$ cat src/core/dcrd_params.svh
// Constants of the diskette command and result decoder: offsets, fields, counts.
// Assumes inclusion by bare name from every design file that needs them.
`ifndef DCRD_PARAMS_SVH
`define DCRD_PARAMS_SVH

// ****************************************
// Register offsets
// ****************************************
`define DCRD_REG_STAT 2'h0
`define DCRD_REG_DATA 2'h1
`define DCRD_REG_TIMING 2'h2
`define DCRD_REG_DRIVE 2'h3

// ****************************************
// Opcodes, command lengths and result lengths
// ****************************************
`define DCRD_OP_WDEL 6'h09
`define DCRD_OP_FMT 6'h0D
`define DCRD_OP_RECAL 8'h07
`define DCRD_OP_SINT 8'h08
`define DCRD_OP_SPEC 8'h03
`define DCRD_OP_SDRV 8'h04
`define DCRD_OP_SEEK 8'h0F
`define DCRD_LEN_WDEL 4'h9
`define DCRD_LEN_FMT 4'h6
`define DCRD_LEN_RECAL 4'h2
`define DCRD_LEN_SINT 4'h1
`define DCRD_LEN_SPEC 4'h3
`define DCRD_LEN_SDRV 4'h2
`define DCRD_LEN_SEEK 4'h3
`define DCRD_RES_LONG 3'h7
`define DCRD_RES_SINT 3'h2
`define DCRD_RES_ONE 3'h1

// ****************************************
// Status byte fields
// ****************************************
`define DCRD_CODE_NORMAL 2'h0
`define DCRD_CODE_ABORT 2'h1
`define DCRD_CODE_INVALID 2'h2
`define DCRD_ST0_SE 5
`define DCRD_ST0_EC 4
`define DCRD_ST1_NW 1
`define DCRD_STAT_RQM 7
`define DCRD_STAT_DIO 6
`define DCRD_STAT_EXEC 5
`define DCRD_STAT_BUSY 4
`define DCRD_STAT_IRQ 0

// ****************************************
// Timing
// ****************************************
`define DCRD_RECAL_MAX 7'h50
`define DCRD_CLK_NS 40
`define DCRD_MS_NS 1000000
`define DCRD_MS_CYCLES (`DCRD_MS_NS / `DCRD_CLK_NS)

`endif

$ cat src/core/dcrd_pkg.sv
// Types of the diskette command and result decoder.
// Assumes nothing of its surroundings.
package dcrd_pkg;

    // Phase of the command sequencer, Gray along idle-cmd-exec-result
    typedef enum logic [1:0] {
        DCRD_IDLE = 2'b00,
        DCRD_CMD = 2'b01,
        DCRD_EXEC = 2'b11,
        DCRD_RES = 2'b10
    } dcrd_state_t;

    // Decoded command kind
    typedef enum logic [2:0] {
        DCRD_K_NONE = 3'h0,
        DCRD_K_WDEL = 3'h1,
        DCRD_K_FMT = 3'h2,
        DCRD_K_RECAL = 3'h3,
        DCRD_K_SINT = 3'h4,
        DCRD_K_SPEC = 3'h5,
        DCRD_K_SDRV = 3'h6,
        DCRD_K_SEEK = 3'h7
    } dcrd_kind_t;

endpackage

$ cat src/core/dcrd_sync.sv
// Three-stage synchroniser for a pin input; output follows once stages two and three agree.
// Assumes a reset already synchronised to clk.
`timescale 1ns/100ps
`default_nettype none

module dcrd_sync #(
    parameter logic RESET_VAL = 1'b1
) (
    // Clock and reset
    input wire logic clk,
    input wire logic rst_n,
    // Pin and clean level
    input wire logic din,
    output logic dout
);

    logic s1_q;
    logic s2_q;
    logic s3_q;

    // Shift chain; first stage feeds only the second
    always_ff @(posedge clk or negedge rst_n) begin
        if (!rst_n) begin
            s1_q <= RESET_VAL;
            s2_q <= RESET_VAL;
            s3_q <= RESET_VAL;
        end else begin
            s1_q <= din;
            s2_q <= s1_q;
            s3_q <= s2_q;
        end
    end

    // Accept a change only when two settled stages agree
    always_ff @(posedge clk or negedge rst_n) begin
        if (!rst_n) begin
            dout <= RESET_VAL;
        end else if (s2_q == s3_q) begin
            dout <= s3_q;
        end
    end

endmodule // dcrd_sync

`default_nettype wire

$ cat src/core/dcrd_tick.sv
// Divider giving a one-cycle enable pulse every DIV clocks.
// Assumes a reset already synchronised to clk.
`timescale 1ns/100ps
`default_nettype none

module dcrd_tick #(
    parameter int unsigned DIV = 25000
) (
    // Clock and reset
    input wire logic clk,
    input wire logic rst_n,
    // Enable pulse
    output logic tick
);

    localparam int unsigned W = (DIV > 1) ? $clog2(DIV) : 1;
    localparam logic [W-1:0] LAST = W'(DIV - 1);

    logic [W-1:0] cnt_q;

    // Free-running count, pulse on wrap
    always_ff @(posedge clk or negedge rst_n) begin
        if (!rst_n) begin
            cnt_q <= '0;
            tick <= 1'b0;
        end else begin
            tick <= (cnt_q == LAST);
            cnt_q <= (cnt_q == LAST) ? '0 : cnt_q + 1'b1;
        end
    end

endmodule // dcrd_tick

`default_nettype wire

$ cat src/core/dcrd_top.sv
// Diskette command/result sequencer: takes command bytes, moves the head, returns result bytes.
// Assumes a host on the plain register port and active-low drive sense pins.
//
// Contract
// Deleted-data write takes nine bytes and answers with three status bytes then C, H, R, N.
// Track format takes six bytes and answers with three status bytes then four reserved bytes.
// Recalibrate takes two bytes, the head bit forced to zero, and returns nothing.
// Interrupt status query is one byte and answers with status byte zero and the current track.
// Timing setup takes three bytes: step interval and unload delay, then load delay and no-DMA flag.
// Drive status query takes two bytes and answers with the drive report byte.
// Seek takes an opcode, a select byte and a target track byte and returns nothing.
// An unknown opcode yields one status byte marked never started and starts nothing.
// Status byte zero bits 7:6 give the ending: normal, aborted, invalid, reserved.
// Status byte zero bit 5 is set when a seek completes.
// Recalibrate sets status byte zero bit 4 if track zero is not seen after 80 steps.
// Status byte zero bit 2 gives the head at interrupt and bit 3 reads zero.
// Status byte zero bits 1:0 give the drive at interrupt.
// Status byte one bit 1 is set when the drive is write protected during a write or format.
// The drive report byte gives write protect in bit 6, track zero in 4, head in 2, drive in 1:0.
// Command bytes are taken in order, results must be drained first, don't-care bits are ignored.
// The third seek byte is the target track; the drive steps there and then interrupts.
//
// Decided for this implementation: the register addresses and the strobed register port.
`timescale 1ns/100ps
`default_nettype none
`include "dcrd_params.svh"

module dcrd_top #(
    parameter int unsigned MS_CYCLES = `DCRD_MS_CYCLES
) (
    // Clock and reset
    input wire logic clk,
    input wire logic rst_n,
    // Register port
    input wire logic [1:0] reg_addr,
    input wire logic [7:0] reg_wdata,
    input wire logic reg_wr,
    input wire logic reg_rd,
    output logic [7:0] reg_rdata,
    // Drive sense pins
    input wire logic write_locked_flag_n,
    input wire logic track_zero_input_n,
    // Drive control pins
    output logic step_pulse,
    output logic step_dir,
    output logic head_number,
    output logic unit_sel_bit1,
    output logic unit_sel_bit0,
    // Completion event
    output logic irq
);

    // ****************************************
    // Reset release and helpers
    // ****************************************
    logic rst_meta_q;
    logic rst_sync_n;
    logic ms_tick;
    logic wp_n_s;
    logic tz_n_s;

    // Release reset through two flops
    always_ff @(posedge clk or negedge rst_n) begin
        if (!rst_n) begin
            rst_meta_q <= 1'b0;
            rst_sync_n <= 1'b0;
        end else begin
            rst_meta_q <= 1'b1;
            rst_sync_n <= rst_meta_q;
        end
    end

    dcrd_tick #(.DIV(MS_CYCLES)) u_ms (
        .clk(clk),
        .rst_n(rst_sync_n),
        .tick(ms_tick)
    );

    dcrd_sync #(.RESET_VAL(1'b1)) u_wp (
        .clk(clk),
        .rst_n(rst_sync_n),
        .din(write_locked_flag_n),
        .dout(wp_n_s)
    );

    dcrd_sync #(.RESET_VAL(1'b1)) u_tz (
        .clk(clk),
        .rst_n(rst_sync_n),
        .din(track_zero_input_n),
        .dout(tz_n_s)
    );

    // ****************************************
    // Decode helpers
    // ****************************************
    function automatic dcrd_pkg::dcrd_kind_t kind_of(input logic [7:0] b);
        dcrd_pkg::dcrd_kind_t k;
        k = dcrd_pkg::DCRD_K_NONE;
        if (b[5:0] == `DCRD_OP_WDEL) k = dcrd_pkg::DCRD_K_WDEL;
        else if (!b[7] && b[5:0] == `DCRD_OP_FMT) k = dcrd_pkg::DCRD_K_FMT;
        else if (b == `DCRD_OP_RECAL) k = dcrd_pkg::DCRD_K_RECAL;
        else if (b == `DCRD_OP_SINT) k = dcrd_pkg::DCRD_K_SINT;
        else if (b == `DCRD_OP_SPEC) k = dcrd_pkg::DCRD_K_SPEC;
        else if (b == `DCRD_OP_SDRV) k = dcrd_pkg::DCRD_K_SDRV;
        else if (b == `DCRD_OP_SEEK) k = dcrd_pkg::DCRD_K_SEEK;
        return k;
    endfunction

    function automatic logic [3:0] len_of(input dcrd_pkg::dcrd_kind_t k);
        logic [3:0] n;
        n = 4'h0;
        case (k)
            dcrd_pkg::DCRD_K_WDEL: n = `DCRD_LEN_WDEL;
            dcrd_pkg::DCRD_K_FMT: n = `DCRD_LEN_FMT;
            dcrd_pkg::DCRD_K_RECAL: n = `DCRD_LEN_RECAL;
            dcrd_pkg::DCRD_K_SINT: n = `DCRD_LEN_SINT;
            dcrd_pkg::DCRD_K_SPEC: n = `DCRD_LEN_SPEC;
            dcrd_pkg::DCRD_K_SDRV: n = `DCRD_LEN_SDRV;
            dcrd_pkg::DCRD_K_SEEK: n = `DCRD_LEN_SEEK;
            default: n = 4'h0;
        endcase
        return n;
    endfunction

    // ****************************************
    // Sequencer state
    // ****************************************
    dcrd_pkg::dcrd_state_t state_q;
    dcrd_pkg::dcrd_kind_t kind_q;
    logic [7:0] cmd_q [0:8];
    logic [3:0] cnt_q;
    logic [3:0] need_q;
    logic [7:0] res_q [0:6];
    logic [2:0] res_len_q;
    logic [2:0] res_idx_q;
    logic move_start_q;
    logic move_done_q;
    logic move_fault_q;
    logic int_pend_q;
    logic [7:0] int_st0_q;
    logic [1:0] int_unit_q;
    logic [7:0] pcn_q [0:3];
    logic [3:0] step_interval_q;
    logic [3:0] unload_delay_q;
    logic [6:0] load_delay_q;
    logic no_dma_flag_q;

    logic wr_data;
    logic rd_data;
    logic wp;
    logic tz;
    logic [7:0] st3;
    logic [7:0] st0_now;
    dcrd_pkg::dcrd_kind_t kind_in;

    // Strobe decode and live drive report
    assign wr_data = reg_wr && (reg_addr == `DCRD_REG_DATA);
    assign rd_data = reg_rd && (reg_addr == `DCRD_REG_DATA);
    assign wp = !wp_n_s;
    assign tz = !tz_n_s;
    assign kind_in = kind_of(reg_wdata);
    assign st3 = {1'b0, wp, 1'b0, tz, 1'b0, head_number, unit_sel_bit1, unit_sel_bit0};
    // Write-type outcome: aborted when protected, bit 3 held zero
    assign st0_now = {(wp ? `DCRD_CODE_ABORT : `DCRD_CODE_NORMAL), 3'b000,
                      head_number, unit_sel_bit1, unit_sel_bit0};

    // Command intake, execution dispatch and result drain
    always_ff @(posedge clk or negedge rst_sync_n) begin
        if (!rst_sync_n) begin
            state_q <= dcrd_pkg::DCRD_IDLE;
            kind_q <= dcrd_pkg::DCRD_K_NONE;
            cnt_q <= 4'h0;
            need_q <= 4'h0;
            res_len_q <= 3'h0;
            res_idx_q <= 3'h0;
            move_start_q <= 1'b0;
            for (int i = 0; i < 9; i++) begin
                cmd_q[i] <= 8'h00;
            end
            for (int i = 0; i < 7; i++) begin
                res_q[i] <= 8'h00;
            end
        end else begin
            move_start_q <= 1'b0;
            case (state_q)
                dcrd_pkg::DCRD_IDLE: begin
                    if (wr_data) begin
                        cmd_q[0] <= reg_wdata;
                        kind_q <= kind_in;
                        cnt_q <= 4'h1;
                        need_q <= len_of(kind_in);
                        res_idx_q <= 3'h0;
                        if (kind_in == dcrd_pkg::DCRD_K_NONE) begin
                            // Nothing is started; one byte says so
                            res_q[0] <= {`DCRD_CODE_INVALID, 6'h00};
                            res_len_q <= `DCRD_RES_ONE;
                            state_q <= dcrd_pkg::DCRD_RES;
                        end else if (kind_in == dcrd_pkg::DCRD_K_SINT) begin
                            state_q <= dcrd_pkg::DCRD_EXEC;
                        end else begin
                            state_q <= dcrd_pkg::DCRD_CMD;
                        end
                    end
                end
                dcrd_pkg::DCRD_CMD: begin
                    // Bytes land at the next slot, strictly in order
                    if (wr_data) begin
                        cmd_q[cnt_q] <= reg_wdata;
                        cnt_q <= cnt_q + 4'h1;
                        if (cnt_q + 4'h1 == need_q) begin
                            state_q <= dcrd_pkg::DCRD_EXEC;
                            move_start_q <= (kind_q == dcrd_pkg::DCRD_K_SEEK) ||
                                            (kind_q == dcrd_pkg::DCRD_K_RECAL);
                        end
                    end
                end
                dcrd_pkg::DCRD_EXEC: begin
                    case (kind_q)
                        dcrd_pkg::DCRD_K_WDEL, dcrd_pkg::DCRD_K_FMT: begin
                            res_q[0] <= st0_now;
                            res_q[1] <= {6'h00, wp, 1'b0};
                            res_q[2] <= 8'h00;
                            if (kind_q == dcrd_pkg::DCRD_K_WDEL) begin
                                res_q[3] <= cmd_q[2];
                                res_q[4] <= cmd_q[3];
                                res_q[5] <= cmd_q[4];
                                res_q[6] <= cmd_q[5];
                            end else begin
                                res_q[3] <= 8'h00;
                                res_q[4] <= 8'h00;
                                res_q[5] <= 8'h00;
                                res_q[6] <= 8'h00;
                            end
                            res_len_q <= `DCRD_RES_LONG;
                            state_q <= dcrd_pkg::DCRD_RES;
                        end
                        dcrd_pkg::DCRD_K_SINT: begin
                            // No pending event reads as an invalid query
                            res_q[0] <= int_pend_q ? int_st0_q : {`DCRD_CODE_INVALID, 6'h00};
                            res_q[1] <= pcn_q[int_unit_q];
                            res_len_q <= `DCRD_RES_SINT;
                            state_q <= dcrd_pkg::DCRD_RES;
                        end
                        dcrd_pkg::DCRD_K_SDRV: begin
                            res_q[0] <= st3;
                            res_len_q <= `DCRD_RES_ONE;
                            state_q <= dcrd_pkg::DCRD_RES;
                        end
                        dcrd_pkg::DCRD_K_SEEK, dcrd_pkg::DCRD_K_RECAL: begin
                            // No result phase; the pending event reports the end
                            if (move_done_q) begin
                                state_q <= dcrd_pkg::DCRD_IDLE;
                            end
                        end
                        default: begin
                            state_q <= dcrd_pkg::DCRD_IDLE;
                        end
                    endcase
                end
                dcrd_pkg::DCRD_RES: begin
                    // New commands wait until the last result byte is read
                    if (rd_data) begin
                        res_idx_q <= res_idx_q + 3'h1;
                        if (res_idx_q + 3'h1 == res_len_q) begin
                            state_q <= dcrd_pkg::DCRD_IDLE;
                        end
                    end
                end
                default: begin
                    state_q <= dcrd_pkg::DCRD_IDLE;
                end
            endcase
        end
    end

    // Drive and head select follow the select byte; recalibrate and timing setup force the head to zero, setup keeps the drive
    always_ff @(posedge clk or negedge rst_sync_n) begin
        if (!rst_sync_n) begin
            head_number <= 1'b0;
            unit_sel_bit1 <= 1'b0;
            unit_sel_bit0 <= 1'b0;
        end else if (state_q == dcrd_pkg::DCRD_CMD && wr_data && cnt_q == 4'h1) begin
            head_number <= (kind_q == dcrd_pkg::DCRD_K_SPEC || kind_q == dcrd_pkg::DCRD_K_RECAL) ?
                           1'b0 : reg_wdata[2];
            if (kind_q != dcrd_pkg::DCRD_K_SPEC) begin
                unit_sel_bit1 <= reg_wdata[1];
                unit_sel_bit0 <= reg_wdata[0];
            end
        end
    end

    // ****************************************
    // Timing setup
    // ****************************************
    // Captured when the setup command reaches execution
    always_ff @(posedge clk or negedge rst_sync_n) begin
        if (!rst_sync_n) begin
            step_interval_q <= 4'h0;
            unload_delay_q <= 4'h0;
            load_delay_q <= 7'h00;
            no_dma_flag_q <= 1'b0;
        end else if (state_q == dcrd_pkg::DCRD_EXEC && kind_q == dcrd_pkg::DCRD_K_SPEC) begin
            step_interval_q <= cmd_q[1][7:4];
            unload_delay_q <= cmd_q[1][3:0];
            load_delay_q <= cmd_q[2][7:1];
            no_dma_flag_q <= cmd_q[2][0];
        end
    end

    // ****************************************
    // Head motion
    // ****************************************
    logic moving_q;
    logic [6:0] steps_q;
    logic [3:0] wait_q;
    logic [1:0] unit_now;
    logic [7:0] target;

    assign unit_now = {unit_sel_bit1, unit_sel_bit0};
    assign target = cmd_q[2];

    // One step per 16 minus step interval ms ticks, at least two so each pulse falls
    always_ff @(posedge clk or negedge rst_sync_n) begin
        if (!rst_sync_n) begin
            moving_q <= 1'b0;
            steps_q <= 7'h00;
            wait_q <= 4'h0;
            step_pulse <= 1'b0;
            step_dir <= 1'b0;
            move_done_q <= 1'b0;
            move_fault_q <= 1'b0;
            for (int i = 0; i < 4; i++) begin
                pcn_q[i] <= 8'h00;
            end
        end else begin
            move_done_q <= 1'b0;
            move_fault_q <= 1'b0;
            if (move_start_q) begin
                moving_q <= 1'b1;
                steps_q <= 7'h00;
                wait_q <= 4'h0;
            end else if (moving_q && ms_tick) begin
                step_pulse <= 1'b0;
                if (wait_q != 4'h0) begin
                    wait_q <= wait_q - 4'h1;
                end else if (step_pulse) begin // Pulse falls on this tick; otherwise fast steps merge
                end else if (kind_q == dcrd_pkg::DCRD_K_RECAL) begin
                    if (tz) begin
                        pcn_q[unit_now] <= 8'h00;
                        moving_q <= 1'b0;
                        move_done_q <= 1'b1;
                    end else if (steps_q == `DCRD_RECAL_MAX) begin
                        // Track zero never seen
                        moving_q <= 1'b0;
                        move_done_q <= 1'b1;
                        move_fault_q <= 1'b1;
                    end else begin
                        step_pulse <= 1'b1;
                        step_dir <= 1'b0;
                        steps_q <= steps_q + 7'h01;
                        wait_q <= 4'hF - step_interval_q;
                    end
                end else if (pcn_q[unit_now] == target) begin
                    moving_q <= 1'b0;
                    move_done_q <= 1'b1;
                end else begin
                    step_pulse <= 1'b1;
                    step_dir <= (target > pcn_q[unit_now]);
                    pcn_q[unit_now] <= (target > pcn_q[unit_now]) ?
                                       pcn_q[unit_now] + 8'h01 : pcn_q[unit_now] - 8'h01;
                    wait_q <= 4'hF - step_interval_q;
                end
            end
        end
    end

    // ****************************************
    // Pending event and outcome byte
    // ****************************************
    // A new completion wins over the query that clears the old one
    always_ff @(posedge clk or negedge rst_sync_n) begin
        if (!rst_sync_n) begin
            int_pend_q <= 1'b0;
            int_st0_q <= 8'h00;
            int_unit_q <= 2'h0;
            irq <= 1'b0;
        end else if (move_done_q) begin
            int_pend_q <= 1'b1;
            irq <= 1'b1;
            int_unit_q <= unit_now;
            int_st0_q <= {(move_fault_q ? `DCRD_CODE_ABORT : `DCRD_CODE_NORMAL),
                          1'b1,
                          move_fault_q,
                          1'b0, head_number,
                          unit_now};
        end else if (state_q == dcrd_pkg::DCRD_EXEC && kind_q == dcrd_pkg::DCRD_K_SINT) begin
            int_pend_q <= 1'b0;
            irq <= 1'b0;
        end
    end

    // ****************************************
    // Register read port
    // ****************************************
    // Read data stand in the cycle after the strobe only
    always_ff @(posedge clk or negedge rst_sync_n) begin
        if (!rst_sync_n) begin
            reg_rdata <= 8'h00;
        end else if (reg_rd) begin
            case (reg_addr)
                `DCRD_REG_STAT: begin
                    reg_rdata <= 8'h00;
                    reg_rdata[`DCRD_STAT_RQM] <= (state_q != dcrd_pkg::DCRD_EXEC);
                    reg_rdata[`DCRD_STAT_DIO] <= (state_q == dcrd_pkg::DCRD_RES);
                    reg_rdata[`DCRD_STAT_EXEC] <= (state_q == dcrd_pkg::DCRD_EXEC);
                    reg_rdata[`DCRD_STAT_BUSY] <= (state_q != dcrd_pkg::DCRD_IDLE);
                    reg_rdata[`DCRD_STAT_IRQ] <= int_pend_q;
                end
                `DCRD_REG_DATA: begin
                    reg_rdata <= (state_q == dcrd_pkg::DCRD_RES) ? res_q[res_idx_q] : 8'h00;
                end
                `DCRD_REG_TIMING: begin
                    reg_rdata <= {step_interval_q, unload_delay_q};
                end
                `DCRD_REG_DRIVE: begin
                    reg_rdata <= st3;
                end
                default: begin
                    reg_rdata <= 8'h00;
                end
            endcase
        end else begin
            reg_rdata <= 8'h00;
        end
    end

endmodule // dcrd_top

`default_nettype wire

$ cat config.mk
export PLATFORM = sky130hd
export DESIGN_NAME = dcrd_top
export DESIGN_NICKNAME = d
export VERILOG_FILES = /design/src/core/dcrd_pkg.sv /design/src/core/dcrd_sync.sv /design/src/core/dcrd_tick.sv /design/src/core/dcrd_top.sv
export VERILOG_INCLUDE_DIRS = /design/src /design/src/core
export SDC_FILE = /design/constraint.sdc
export NUM_CORES = 1
export LEC_CHECK = 0
export ABC_CLOCK_PERIOD_IN_PS = 13500
export BUFFER_PORTS_ARGS = -buffer_cell sky130_fd_sc_hd__buf_2
export CAP_MARGIN = 20
export CELL_PAD_IN_SITES_DETAIL_PLACEMENT = 2
export CELL_PAD_IN_SITES_GLOBAL_PLACEMENT = 2
export CORE_ASPECT_RATIO = 0.7
export CORE_MARGIN = 5
export CORE_UTILIZATION = 25
export CTS_CLUSTER_DIAMETER = 50
export CTS_CLUSTER_SIZE = 24
export DETAILED_ROUTE_END_ITERATION = 10
export MAX_ROUTING_LAYER = met4
export PLACE_DENSITY = 0.61
export SETUP_SLACK_MARGIN = 0.4
export SLEW_MARGIN = 20
export SYNTH_ARGS = -nofsm -noshare
export SYNTH_HDL_FRONTEND = slang
export SYNTH_SLANG_ARGS = --single-unit
$ cat constraint.sdc
create_clock -name clk -period 13.5 [get_ports clk]
set_input_delay 1.35 -clock clk [delete_from_list [all_inputs] [get_ports clk]]
set_output_delay 1.35 -clock clk [all_outputs]
set_load 0.01 [all_outputs]
; Word level (Yosys, flattened, before mapping)
; Index checks and enable logic that the tools add are counted.
[classes]
add_sub_neg = 8
n_lt_le_gt_ge = 7
n_eq_ne = 57
mux = 116
bitwise = 9
reduce_logical = 49
[op_table]
columns = operator, count
row1 = $mux W32, 4
row2 = $mux W8, 15
row3 = $bwmux W72, 1
row4 = $mux W72, 1
row5 = $mux W7, 7
row6 = $pmux W8 S2, 3
row7 = $mux W1, 40
row8 = $mux W4, 10
row9 = $mux W3, 11
row10 = $and A32 B32 Y32, 1
row11 = $bmux W8 S2, 2
row12 = $bwmux W32, 1
row13 = $demux W8 S4, 1
row14 = $not A32 Y32, 1
row15 = $pmux W8 S4, 1
row16 = $bmux W8 S3, 1
row17 = $eq A3 B3 Y1 const B, 8
row18 = $ne A2 B2 Y1 const B, 12
row19 = $pmux W8 S3, 1
row20 = $pmux W4 S5, 1
row21 = $reduce_and A6 Y1, 3
row22 = $reduce_bool A2 Y1, 9
row23 = $demux W8 S2, 1
row24 = $eq A8 B3 Y1 const B, 2
row25 = other kinds (59), 109
[totals]
reg_bits = 243
output_inout_bits = 14
wordCells = 300

; Logic depth before layout (Yosys ltp)
[depth]
word_depth = 13
ltp_mapped = 17

; By module
; Synthesis repeated with hierarchy kept, for this count alone.
[hier_totals]
hier_cells = 906
area_unflattened_um2 = 10070.9
[modules_own_cells]
columns = mod, n_inst, cells_each, area_each_um2, seq_area_each_um2
row1 = dcrd_top, 1, 820, 9028.7, 4554.4
row2 = dcrd_tick, 1, 76, 809.5, 400.4
row3 = dcrd_sync, 2, 5, 116.4, 105.1

; Worst setup path after synthesis
; OpenSTA, ideal clock, no wires.
[synth_path]
path_type = register -> register
start = register unit_sel_bit1
end = register pcn_q[22] (netlist name)
arrival_ps = 4316
t_required_ps = 13372
setup_slack_ps = 9056
path_stages_with_launch = 17
n_path_buf = 2
synth_period_minus_slack_ps = 4444
path_cell_list = dfrtp_1 > clkbuf_1 > clkbuf_1 > mux4_2 > inv_1 > ha_1 > and3_1 > a221oi_1 > nor2b_1 > o21ai_0 > ha_1 > nor2b_1 > o21a_1 > o21ai_0 > nor4b_1 > nor3_1 > mux2_1
[synth_between]
elab_chain_len = 9
[synth_lines]
columns = item, line
row1 = from (decl), dcrd_top.sv:47  ; output logic unit_sel_bit1,
row2 = from (signal assigned), dcrd_top.sv:286  ; unit_sel_bit1 <= reg_wdata[1];
row3 = $not A2 Y3 *, -
row4 = "$bmux W8 S2, or another cell as far along", "dcrd_top.sv:363, dcrd_top.sv:369, dcrd_top.sv:370"
row5 = $mux W8 (implied by the code) or $logic_and A1 B1 Y1 (tied branches), -
row6 = $mux W8 (on tied branches), -
row7 = "$sub A8 B1 Y8, or another cell as far along", dcrd_top.sv:370  ; pcn_q[unit_now] + 8'h01 : pcn_q[unit_now] - 8'h01;
row8 = $mux W8 or $not A32 Y32 (tied branches), -
row9 = $bwmux W32 or $and A32 B32 Y32 (tied branches), -
row10 = $mux W32 (on tied branches), "dcrd_top.sv:363, dcrd_top.sv:348"
row11 = $mux W32, dcrd_top.sv:347  ; end else if (kind_q == dcrd_pkg::DCRD_K_RECAL) begin
row12 = "to (signal, indexed assignment)", dcrd_top.sv:369  ; pcn_q[unit_now] <= (target > pcn_q[unit_now]) ?
row13 = to (decl), dcrd_top.sv:142  ; logic [7:0] pcn_q [0:3];
; Mark *: on every way between the ends. The rest lies on a longest branch, timed or not. The select of a mux whose other input is x is not followed.
; A chain may end at the register's enable or synchronous reset.

; Worst setup path in the final report
[layout_path]
start = register unit_sel_bit0
end = register pcn_q[22] (netlist name)
[layout_between]
elab_chain_len = 9
[layout_lines]
columns = item, line
row1 = from (decl), dcrd_top.sv:48  ; output logic unit_sel_bit0,
row2 = from (signal assigned), dcrd_top.sv:287  ; unit_sel_bit0 <= reg_wdata[0];
row3 = $not A2 Y3 *, -
row4 = "$bmux W8 S2, or another cell as far along", "dcrd_top.sv:363, dcrd_top.sv:369, dcrd_top.sv:370"
row5 = $mux W8 (implied by the code) or $logic_and A1 B1 Y1 (tied branches), -
row6 = $mux W8 (on tied branches), -
row7 = "$sub A8 B1 Y8, or another cell as far along", dcrd_top.sv:370
row8 = $mux W8 or $not A32 Y32 (tied branches), -
row9 = $bwmux W32 or $and A32 B32 Y32 (tied branches), -
row10 = $mux W32 (on tied branches), "dcrd_top.sv:363, dcrd_top.sv:348"
row11 = $mux W32, dcrd_top.sv:347
; Marked as above.

==> impl_results.md <==
- Outcome: finished clean
- Worst Setup Path Type: reg2reg
- Hold Vio Cnt, Final: 0
- Number of fillers in the final layout: between 4000 and 5000
- Max Slew Vio Count: 0
- Post-synth EDFFs: 0
- Initial core utilization: 0.253
- Worst slew margin: 0.355
- Die area: about 44000 µm²
- Fraction of layout cells with a size suffix above 1: 0.228
- WL final: a little over 30000 µm
- Final TNS setup: 0 ns
- Worst clock skew: approximately 0.018 ns
- Worst skew pair latency: around 0.55 ns
- M1 GR Usage: 0.220
- Hold Crit Class: reg2async
- Vias in the first global route: between 7000 and 8000
- Routed Antenna Nets: 0
- Clock Sinks: between 200 and 250
- Clk slew on worst S/H paths: about 0.060 ns
- Via Count: between 6000 and 7000
- Vias/cell: roughly 4.9
- CTS max path bufs: 3
- YS warnings: 0
- Worst VDD drop: about 0.079 mV
- Worst R2R End: pcn_q[22]
- CTS resizes: 0
- Startpoint class of the critical path: flip-flop
- Dpl hpwl: 21500 µm
- Tcrit/Tclk final: 0.376
- Register area share after synthesis: 0.515
- Cts hold-fix bufs: 0
- DIE HEIGHT: around 180 µm
- Setup ws final: between 8 and 9 ns
- Max Fclk: around 0.20 GHz
- Detailed Routing Iterations Pass 1: 4
- Req. time, crit path: between 10 and 15 ns
- Pleak: ~5.2 nW
- Cell variety after synth: between 70 and 80
- Routed len/inst: between 20 and 25 µm
- GR met2 Demand/Resource: 0.202
- CTS buffer count: 27
- Most used routing layer in global routing: met1
- Path depth of the worst reg2reg path: 14
- Gpl congestion: between 0.7 and 0.8
- Tmin final: 5.07 ns
- RSZ-0062 raised after global routing: no
- Total GRT Usage: 0.143
- Post-route DRC violation count: 0
- Row Count: 61
- Worst slew pin tran: 0.962 ns
- First-pass GRT wire length: 48500 µm
- P&R area growth vs syn: 16.1%
- Worst flop-to-flop path startpoint: unit_sel_bit0
- Synthesized cell area: 10000 µm²
- Core area: slightly below 40000 µm²
- Pin count of the biggest net entering global routing: 75
- CP startpoint: unit_sel_bit0
- Crit. End Element: flip-flop
- Nets@finish: 923
- Setup Buffers After CTS: 0
- Die width: ~250 µm
- Setup Viol. Count Final: 0
- Async SR Flop Fraction: 1.00
- Pwr/cell area: 162 nW/µm²
- PortBufs: 29
- Arrival time worst endpoint: around 5.5 ns
- Met3 Use GR: 0.0204
- H-Tree Depth: 1
- CTS Root Cell: clkbuf_16
- Initial drt markers: roughly 440
- CTS tree: yes
- Max_cap viols: 0
- Num ports: 30
- Predominant post-synthesis flop cell: dfrtp_1
- Synth Net Count: 906
- Setup slack, reg-to-reg: 8.43 ns
- Pre-CTS WS: around 8.3 ns
- Initial antenna violation count: 1
- Synthesized area per cell: around 12 µm²
- Worst Setup EP: pcn_q[22]
- Yosys reg bits: about 210
- Critical Path Fanout Max: 19
- Synthesized netlist cell count: approximately 860
- Total global routing overflow: 0
[cell usage in the layout (no fill, tap or decap), types with 4 or more instances in the layout]
cell        netlist  routed
dfrtp_1         198     197
mux2_2           81      81
nand2_1          73      73
nor2_1           49      49
a22o_1           41      41
o21ai_0          39      38
inv_1            29      29
buf_2             6      29
ha_1             28      28
clkbuf_16         0      27
a21oi_1          24      24
mux4_2           18      18
nand3_1          18      18
xor2_1           18      18
mux2i_1          18      18
xnor2_1          16      16
a221oi_1         12      12
o31ai_1          11      11
nor2b_1          10      10
o21ai_1           9      10
nor3_1            9       9
and3_1            8       8
and2_1            8       8
dfstp_2           8       8
buf_4             1       7
a211oi_1          6       6
or3_1             6       6
a21o_1            5       5
nand4_1           5       5
a22oi_1           4       4
clkinvlp_4        0       4
bufinv_16         0       4
clkinv_4          0       4
[flip-flops by register name, indices dropped and copies added (netlist names), 2 cells and up]
register and cells:
cnt_q 4, unload_delay_q 4, u_ms.cnt_q 15, kind_q 3, need_q 4, step_interval_q 4, cmd_q 32, pcn_q 32
reg_rdata 8, wait_q 4, steps_q 7, res_q 47, target 8, res_idx_q 3, int_st0_q 4, state_q 2
res_len_q 3
[cell usage after synthesis (all sizes together), types with 5 or more instances]
cell type    n  share of area
a211oi       6         0.0045
a21o         5         0.0037
a21oi       24          0.012
a221oi      12          0.010
a22o        41          0.036
and2         8         0.0050
and3         8         0.0050
buf         10         0.0064
clkbuf      38          0.014
dfrtp      198           0.49
dfstp        8          0.021
ha          28          0.035
inv         29          0.011
mux2        83          0.094
mux2i       18          0.018
mux4        18          0.040
nand2       74          0.028
nand3       19          0.010
nand4        5         0.0031
nor2        49          0.018
nor2b       11         0.0076
nor3        10         0.0055
o21ai       48          0.024
o31ai       11         0.0082
or3          7         0.0049
xnor2       16          0.014
xor2        18          0.016
[report_power, final]
group | total, mW | switching (mW) | internal (mW) | leakage [nW]
sequential | 0.750 | 0.0799 | 0.670 | 2.77
combinational | 0.381 | 0.222 | 0.159 | 1.98
clock | 0.757 | 0.298 | 0.458 | 0.448
total | 1.89 | 0.600 | 1.29 | 5.20
[worst min-delay path by stage]
stage | from | to | slack (ns)
final | rst_sync_n | pcn_q[20] | 0.17
after global routing | rst_sync_n | pcn_q[20] | 0.19
after CTS | rst_sync_n | pcn_q[20] | 0.18
after detailed placement | rst_sync_n | pcn_q[20] | 0.17
after global placement | rst_sync_n | pcn_q[20] | 0.16
after floorplan | rst_meta_q | rst_sync_n | 0.33
[final cells by class]
cell class              count  area, µm²  share of cell area
clock inverters            18        226              0.0195
diodes                      1       2.50            0.000215
clock buffers              31        711              0.0611
repair buffers             37        209              0.0180
inverters                  29        109             0.00935
well taps                 535        669              0.0575
multi-input cells         577       4540               0.390
flip-flops and latches    206       5170               0.444
[logic make-up after synthesis]
family                   synth area share
AND/OR/NAND/NOR                     0.111
other                            0.000374
XOR/XNOR                           0.0297
multiplexers                        0.152
buffers and inverters              0.0324
AO/OA/AOI/OAI                       0.121
flip-flops                          0.515
adder cells (fa/ha/maj)            0.0389
[stage by stage]
step / util / power [mW] / hold WS (ns) / std cells / instance area, µm²
after floorplan: - / 1.01 / 0.331 / 861 / 10000
after global placement: 0.270 / 1.13 / 0.163 / 1384 / 10700
after detailed placement: 0.270 / 1.15 / 0.168 / 1384 / 10700
after CTS: 0.293 / 1.92 / 0.176 / 1433 / 11600
after global routing: 0.293 / 1.99 / 0.190 / 1433 / 11600
final: 0.293 / 1.89 / 0.166 / 1434 / 11600
[metal layers]
metal | wire [µm] | part of all wire
met5 | 0 | 0
met4 | 456 | 0.015
met3 | 1110 | 0.036
met1 | 16300 | 0.53
met2 | 12700 | 0.42
[worst max-delay path, cell delays in order, from the launching register on]
cell      delay (ns)
dfrtp_1         0.91
mux4_2          0.63
inv_1           0.13
ha_1            0.24
and3_1          0.21
a221oi_1        0.30
nor2b_1         0.08
o21ai_1         0.60
ha_1            0.43
nor2b_1         0.17
o21a_1          0.18
o21ai_0         0.29
nor4b_1         0.32
nor3_1          0.16
mux2_1          0.30
Power figures use the tool's default switching activity.
